[config.mk]
export PLATFORM = sky130hd
export DESIGN_NAME = rsc_top
export DESIGN_NICKNAME = d
export VERILOG_FILES = /design/src/design/rsc_sync.v /design/src/design/rsc_top.v
export VERILOG_INCLUDE_DIRS = /design/src /design/src/shared
export SDC_FILE = /design/constraint.sdc
export NUM_CORES = 1
export LEC_CHECK = 0
export BUFFER_PORTS_ARGS = -buffer_cell sky130_fd_sc_hd__buf_2
export CELL_PAD_IN_SITES_DETAIL_PLACEMENT = 0
export CELL_PAD_IN_SITES_GLOBAL_PLACEMENT = 2
export CORE_MARGIN = 5
export CORE_UTILIZATION = 28
export DETAILED_ROUTE_END_ITERATION = 6
export GPL_TIMING_DRIVEN = 0
export PLACE_DENSITY_LB_ADDON = 0.1
export SLEW_MARGIN = 0
export SYNTH_ARGS = -nofsm -noshare
export SYNTH_HDL_FRONTEND = slang
export SYNTH_SLANG_ARGS = --single-unit
[constraint.sdc]
create_clock -name clk -period 1.8 [get_ports clk]
set_input_delay 0.18 -clock clk [delete_from_list [all_inputs] [get_ports clk]]
set_output_delay 0.18 -clock clk [all_outputs]
set_load 0.01 [all_outputs]
[src/shared/rsc_regs.vh]
// rsc_regs.vh: offsets, field positions, reset values and counts of the
// reset source combiner.
// assumes: included by bare name from the design files, before any module.
//
// What this block does
// - any active reset source drives system reset
// - control bits reset at power-on only; cause flags keep own rules
// - each reset type sets its own cause flag
// - power-on clears flags, power-on flag stays set
// - software may write every implemented bit; same-cycle hardware events win
// - software flag writes never assert system reset
// - trap conflict reset sets bit 15
// - illegal opcode or bad pointer sets bit 14
// - bits 13 to 10 read zero, ignore writes
// - configuration mismatch reset sets bit 9
// - bit 8 keeps regulator active in sleep
// - master clear pin reset sets bit 7
// - reset instruction sets bit 6
// - bit 5 or fuse enables the watchdog
// - watchdog expiry sets bit 4
// - sleep sets bit 3, idle sets bit 2
// - brown-out sets bit 1, power-up bit 0
// - clearing events per flag as tabled
`ifndef RSC_REGS_VH
`define RSC_REGS_VH

// register word addresses
`define RSC_OFS_CAUSE 4'h0
`define RSC_OFS_LIVE 4'h1
`define RSC_OFS_COUNT 4'h2

// reset cause status field positions
`define RSC_BIT_TRAP 15
`define RSC_BIT_ILLOP 14
`define RSC_BIT_CFGMM 9
`define RSC_BIT_VREG 8
`define RSC_BIT_EXTPIN 7
`define RSC_BIT_SWRST 6
`define RSC_BIT_WDTEN 5
`define RSC_BIT_WATCHDOG_TIMEOUT_FLAG 4
`define RSC_BIT_SLEEP 3
`define RSC_BIT_IDLE 2
`define RSC_BIT_BOR 1
`define RSC_BIT_POR 0

// implemented bits, power-on value, bits that survive a brown-out
`define RSC_CAUSE_MASK 16'hC3FF
`define RSC_CAUSE_POR 16'h0001
`define RSC_BOR_KEEP 16'h01A1

// live source register field positions
`define RSC_LIVE_SYSTEM_RESET_OUT 8
`define RSC_LIVE_WDTRUN 9

// cycles that system reset stays high after the last source drops
`define RSC_HOLD_CYC 8'h10

`endif

[src/design/rsc_sync.v]
// rsc_sync.v: two-flop synchroniser for a group of pin levels.
// assumes: inputs are asynchronous levels; rst is synchronous, active high.
`timescale 1ns/1ps
module rsc_sync #(
   parameter WIDTH = 2,
   parameter [WIDTH-1:0] INIT = {WIDTH{1'b0}}
) (
   input wire clk, // system clock
   input wire rst, // synchronous reset, active high
   input wire [WIDTH-1:0] async_in, // raw pin levels
   output wire [WIDTH-1:0] sync_out // levels in clk domain
);
   reg [WIDTH-1:0] meta_q;
   reg [WIDTH-1:0] sync_q;

   always @(posedge clk) begin
      if (rst) begin
         meta_q <= INIT;
         sync_q <= INIT;
      end else begin
         meta_q <= async_in;
         sync_q <= meta_q;
      end
   end

   assign sync_out = sync_q;
endmodule // rsc_sync

[src/design/rsc_top.v]
// rsc_top.v: reset source combiner with reset cause status register.
// assumes: rst is the power-on reset, synchronous to clk at 25 MHz;
// brown-out and master clear arrive as raw pin levels; all other
// sources are same-clock pulses from the core and watchdog.
//
// The register offsets and strobed register access were chosen for this implementation.
`timescale 1ns/1ps
`include "rsc_regs.vh"
module rsc_top #(
   parameter [7:0] HOLD_CYC = `RSC_HOLD_CYC
) (
   input wire clk, // system clock, 25 MHz
   input wire rst, // power-on reset, sync, active high
   input wire [3:0] reg_addr, // register word address
   input wire [15:0] reg_wdata, // register write data
   input wire reg_wr, // write strobe
   input wire reg_rd, // read strobe
   output reg [15:0] reg_rdata, // read data, cycle after strobe
   input wire brownout_reset, // brown-out detector pin, active high
   input wire master_clear_pin_n, // master clear pin, active low
   input wire reset_instr, // reset instruction executed, pulse
   input wire watchdog_timeout, // watchdog expired, pulse
   input wire trap_conflict, // trap conflict, pulse
   input wire illegal_op, // illegal opcode or pointer, pulse
   input wire config_mismatch, // configuration mismatch, pulse
   input wire watchdog_clear_instr, // watchdog clear instruction, pulse
   input wire power_save_instr, // power save instruction, pulse
   input wire power_save_idle, // with power save: 1 idle, 0 sleep
   input wire watchdog_fuse_enable, // watchdog fuse config bit
   output reg system_reset_out, // system reset, active high
   output reg watchdog_enable, // watchdog timer runs
   output reg regulator_sleep_keep // regulator stays active in sleep
);
   // synchronised pin levels
   wire [1:0] pin_sync;
   wire bor_lvl;
   wire master_clear_pin_lvl;

   // register state
   reg [15:0] cause_q;
   reg [15:0] cause_d;
   reg [7:0] hold_q;
   reg [7:0] hold_d;
   reg [7:0] count_q;
   reg [7:0] count_d;

   // decoded accesses
   wire wr_cause;
   wire wr_count;
   wire [15:0] live_word;
   reg [15:0] rd_mux;

   // source collection
   wire [7:0] src_vec;
   wire any_src;
   wire new_episode;

   rsc_sync #(
      .WIDTH(2),
      .INIT(2'b10)
   ) u_pin_sync (
      .clk(clk),
      .rst(rst),
      .async_in({master_clear_pin_n, brownout_reset}),
      .sync_out(pin_sync)
   );

   assign bor_lvl = pin_sync[0];
   assign master_clear_pin_lvl = ~pin_sync[1];

   // every source that forces system reset
   assign src_vec = {config_mismatch,
                     illegal_op,
                     trap_conflict,
                     watchdog_timeout,
                     reset_instr,
                     master_clear_pin_lvl,
                     bor_lvl,
                     1'b0};

   // software writes are not sources, so never reach reset
   assign any_src = |src_vec;
   assign new_episode = any_src & ~system_reset_out;

   assign wr_cause = reg_wr & (reg_addr == `RSC_OFS_CAUSE);
   assign wr_count = reg_wr & (reg_addr == `RSC_OFS_COUNT);

   // live view of sources and outputs
   assign live_word = {6'h00,
                       watchdog_enable,
                       system_reset_out,
                       src_vec};

   // cause register next state
   always @* begin
      cause_d = cause_q;
      // software writes every implemented bit, either value
      if (wr_cause) begin
         cause_d = reg_wdata & `RSC_CAUSE_MASK;
      end
      // watchdog flag cleared by power save or watchdog clear
      if (watchdog_clear_instr | power_save_instr) begin
         cause_d[`RSC_BIT_WATCHDOG_TIMEOUT_FLAG] = 1'b0;
      end
      // brown-out clears all but pin flag, power-on flag, controls
      if (bor_lvl) begin
         cause_d = cause_d & `RSC_BOR_KEEP;
      end
      // hardware sets come last so they win over writes
      if (trap_conflict) begin
         cause_d[`RSC_BIT_TRAP] = 1'b1;
      end
      if (illegal_op) begin
         cause_d[`RSC_BIT_ILLOP] = 1'b1;
      end
      if (config_mismatch) begin
         cause_d[`RSC_BIT_CFGMM] = 1'b1;
      end
      if (master_clear_pin_lvl) begin
         cause_d[`RSC_BIT_EXTPIN] = 1'b1;
      end
      if (reset_instr) begin
         cause_d[`RSC_BIT_SWRST] = 1'b1;
      end
      if (watchdog_timeout) begin
         cause_d[`RSC_BIT_WATCHDOG_TIMEOUT_FLAG] = 1'b1;
      end
      if (power_save_instr & ~power_save_idle) begin
         cause_d[`RSC_BIT_SLEEP] = 1'b1;
      end
      if (power_save_instr & power_save_idle) begin
         cause_d[`RSC_BIT_IDLE] = 1'b1;
      end
      if (bor_lvl) begin
         cause_d[`RSC_BIT_BOR] = 1'b1;
      end
   end

   // stretch of system reset after the last source drops
   always @* begin
      hold_d = hold_q;
      if (any_src) begin
         hold_d = HOLD_CYC;
      end else if (hold_q != 8'h00) begin
         hold_d = hold_q - 8'h01;
      end
   end

   // count of reset episodes, saturating, cleared by a write
   always @* begin
      count_d = count_q;
      if (wr_count) begin
         count_d = 8'h00;
      end
      if (new_episode && count_q != 8'hFF) begin
         count_d = count_q + 8'h01;
      end
   end

   // read multiplexer, unmapped addresses read zero
   always @* begin
      case (reg_addr)
         `RSC_OFS_CAUSE: rd_mux = cause_q & `RSC_CAUSE_MASK;
         `RSC_OFS_LIVE: rd_mux = live_word;
         `RSC_OFS_COUNT: rd_mux = {8'h00, count_q};
         default: rd_mux = 16'h0000;
      endcase
   end

   // power-on leaves only the power-on flag set
   always @(posedge clk) begin
      if (rst) begin
         cause_q <= `RSC_CAUSE_POR;
         hold_q <= HOLD_CYC;
         count_q <= 8'h00;
      end else begin
         cause_q <= cause_d;
         hold_q <= hold_d;
         count_q <= count_d;
      end
   end

   // read data stands only in the cycle after the strobe
   always @(posedge clk) begin
      if (rst) begin
         reg_rdata <= 16'h0000;
      end else if (reg_rd) begin
         reg_rdata <= rd_mux;
      end else begin
         reg_rdata <= 16'h0000;
      end
   end

   // outputs straight from flops
   always @(posedge clk) begin
      if (rst) begin
         system_reset_out <= 1'b1;
         watchdog_enable <= 1'b0;
         regulator_sleep_keep <= 1'b0;
      end else begin
         system_reset_out <= any_src | (hold_d != 8'h00);
         watchdog_enable <= watchdog_fuse_enable |
                            cause_d[`RSC_BIT_WDTEN];
         regulator_sleep_keep <= cause_d[`RSC_BIT_VREG];
      end
   end
endmodule // rsc_top

==> metrics.yaml <==
yosys:
  yosysSeqAreaShare: 0.452
  synthTopCellsByArea: "dfxtp_1 (45%), nor2_1 (5.3%), mux2i_1 (4.4%)"
  yosysWarnings: 0
  ys.flop_type: "dfxtp_1"
  synth_area_leader_cell: "dfxtp_1"
  syn_area_per_cell_um2: 9.09
  synth_edf_count: 0
  postSynth.asyncResetShare: 0
  synth_area_um2: 2040
  ys_seq_elements: 46
  synth_top_area_share: 0.452
  synth_cells: 224
  yosysUniqueCellTypes: 43
job:
  maxCapViolCount: 0
clocking:
  cts_max_level: 2
  path_clk_slew_ps: 90
  cts_tree: "done"
  cts.path.max_buffers: 2
  clk-insertion-delay-late_ps: 290
  clock_sinks: 46
  cts_made_buffers: 5
  clockRootBuffer: "clkbuf_8"
  hold_buffers: 0
global_route:
  antenna_found_initial: 0
  gr-total-overflow: 0
  first_global_vias: 1815
  grt.total_usage: 0.131
  grt_max_degree: 14
  grt_pass1_wl_um: 9100
critical_path:
  worst_setup_path_end_kind: "register"
  crit_chain: "ha_4, and4_1, a221o_1, buf_6, or3b_1, a21oi_1"
  startpoint_type: "register"
  rr_worst_depth: 6
  cp_max_fo: 5
  slowest_stage: "or3b_1"
  arrival_ps: 1980
  path_delay_family: "simple AND/OR/NAND/NOR gates"
  cp.depth: 6
  critPathBufInv: 1
  crit_path_max_incr_delay_ps: 370
  critical_path_required_ps: 2030
  critical_path_class: "register to register"
place:
  gp_congestion: 0.766
  io_buffers: 44
  placed_area_um2: 2390
  hpwl_um: 4290
timing:
  layout_worst_path_cycle_share: 0.974
  drv_slew: 0
  max_slew_margin: 0.399
  setup_viol: 0
  max_clock_freq_mhz: 570
  skew_ps: 11.0
  grt_setup_unrepaired: "true"
  worstMarginPinSlew_ps: 899
  fin_crit_ps: 1750
  hold_viol_final: 0
power_and_ir_drop:
  p_total_mw: 1.96
  p_clk_frac: 0.385
  ir_drop_mv: 0.433
  comb_power_share: 0.078
  switchingPower_uw: 433
  p_seq_frac: 0.537
  p_sw_frac: 0.221
  p_per_area_nw_per_um2: 750
  internal_power_mw: 1.52
  power_leakage_nw: 1.13
floorplan:
  rows: 31
  coreArea_um2: 7180
  die_y_um: 95.3
  die_width_um: 95.3
  ios: 54
  start_util: 0.284
  dieArea_um2: 9080
drt:
  vias_per_cell: 4.74
  wirelength_um: 5650
  drc: 0
  drt_iter0_drc: 80
  first_pass_iters: 5
  routedWlPerCell_um: 14.8
  ant_nets: 0
  via_count: 1812
finish:
  num_antenna_cells: 0
  fin_nets: 320
  final_common_cell: "buf_2"
  nFillCells: 771
  post-route-util: 0.364
  post-route-cell-area_um2: 2610
  synthToLayoutAreaGrowth_pct: 28.2
  final_cell_mix: "buf_2 (45), dfxtp_1 (42), nor2_1 (28), nand2_1 (14), inv_1 (11)"
  drive_gt1_frac: 0.286
worst_hold_path:
  whs_path_depth: 2
  hold_class: "primary input to register"
run_status:
  status: "finished clean"
[sequential cells by signal (all words and copies together), names as in the netlist]
name,flops
u_pin_sync.sync_out,2
u_pin_sync.meta_q,2
count_q,8
cause_q,12
system_reset_out,1
watchdog_enable,1
hold_q,8
reg_rdata,12
[final cells by class]
| type | count | area (µm²) | area share |
|---|---|---|---|
| Timing Repair Buffer | 50 | 265 | 0.102 |
| Clock inverter | 1 | 30.0 | 0.0115 |
| Multi-Input combinational cell | 156 | 1070 | 0.410 |
| Inverter | 11 | 41.3 | 0.0158 |
| Clock buffer | 7 | 76.3 | 0.0292 |
| Tap cell | 99 | 124 | 0.0475 |
| Sequential cell | 46 | 933 | 0.358 |
| Buffer | 12 | 68.8 | 0.0264 |
[cells by family (layout without fill, tap and decap cells)]
group           Yosys count  count (layout)  share of synthesized area
simple gates             89              89                      0.252
compound gates           47              47                      0.156
flops                    46              46                      0.452
buf+inv                  25              81                     0.0578
mux                       9               9                     0.0443
xor+xnor                  4               4                     0.0172
fa+ha+maj                 3               3                     0.0184
other cells               1               4                    0.00184
[layer usage]
| layer | GRT usage | wire, µm |
|---|---|---|
| met1 | 0.167 | 2560 |
| met2 | 0.216 | 2690 |
| met3 | 0.0339 | 326 |
| met4 | 0.0433 | 72 |
| met5 | 0 | 0 |
[power groups by stage]
stage | combinational (mW) | sequential, mW | clock [mW]
6_report | 0.152 | 1.05 | 0.753
5_1_grt | 0.171 | 1.05 | 0.841
4_1_cts | 0.152 | 1.05 | 0.788
3_5_place_dp | 0.152 | 1.08 | 0
3_3_place_gp | 0.152 | 1.08 | 0
2_1_floorplan | 0.0810 | 1.08 | 0
[stage by stage]
stage | cells | hold WS (ps) | worst slack (ps) | TNS (ps)
after floorplan | 227 | 283 | 48.0 | 0
after global placement | 370 | 371 | -211 | -1180
after detailed placement | 370 | 372 | -228 | -1010
after CTS | 382 | 63.6 | 2.18 | 0
after global routing | 382 | 61.4 | -0.850 | -0.850
final | 382 | 74.2 | 46.2 | 0
[Yosys cell counts, drive strengths merged (3+ instances only)]
cell / count
and3: 6
nor2b: 5
o22ai: 6
nand2: 14
o21ai: 8
a31oi: 4
buf: 6
or3: 3
inv: 11
xnor2: 3
or3b: 3
or2: 3
nand2b: 3
a211oi: 3
dfxtp: 46
a21oi: 10
mux2i: 9
nand3: 7
a22oi: 3
clkbuf: 8
nor3: 5
ha: 3
nor4b: 4
a222oi: 7
nor2: 29
[worst paths after layout]
check | startpoint | to | slack [ps]
max | count_q[0]$_SDFFE_PP0P_ | count_q[2]$_SDFFE_PP0P_ | 50
min | master_clear_pin_n | u_pin_sync.meta_q[1]$_SDFF_PP1_ | 70
max reg2reg | count_q[0]$_SDFFE_PP0P_ | count_q[2]$_SDFFE_PP0P_ | 50
min reg2reg | u_pin_sync.meta_q[1]$_SDFF_PP1_ | u_pin_sync.sync_out[1]$_SDFF_PP1_ | 410
[what timing repair did]
item,in CTS,in global routing
setup buffers,6,0
endpoints found under the hold margin,0,0
resized for setup,10,10
gates cloned,0,0
pin swaps,3,4
setup endpoints to repair,8,7
(Power assumes the default switching activity.)
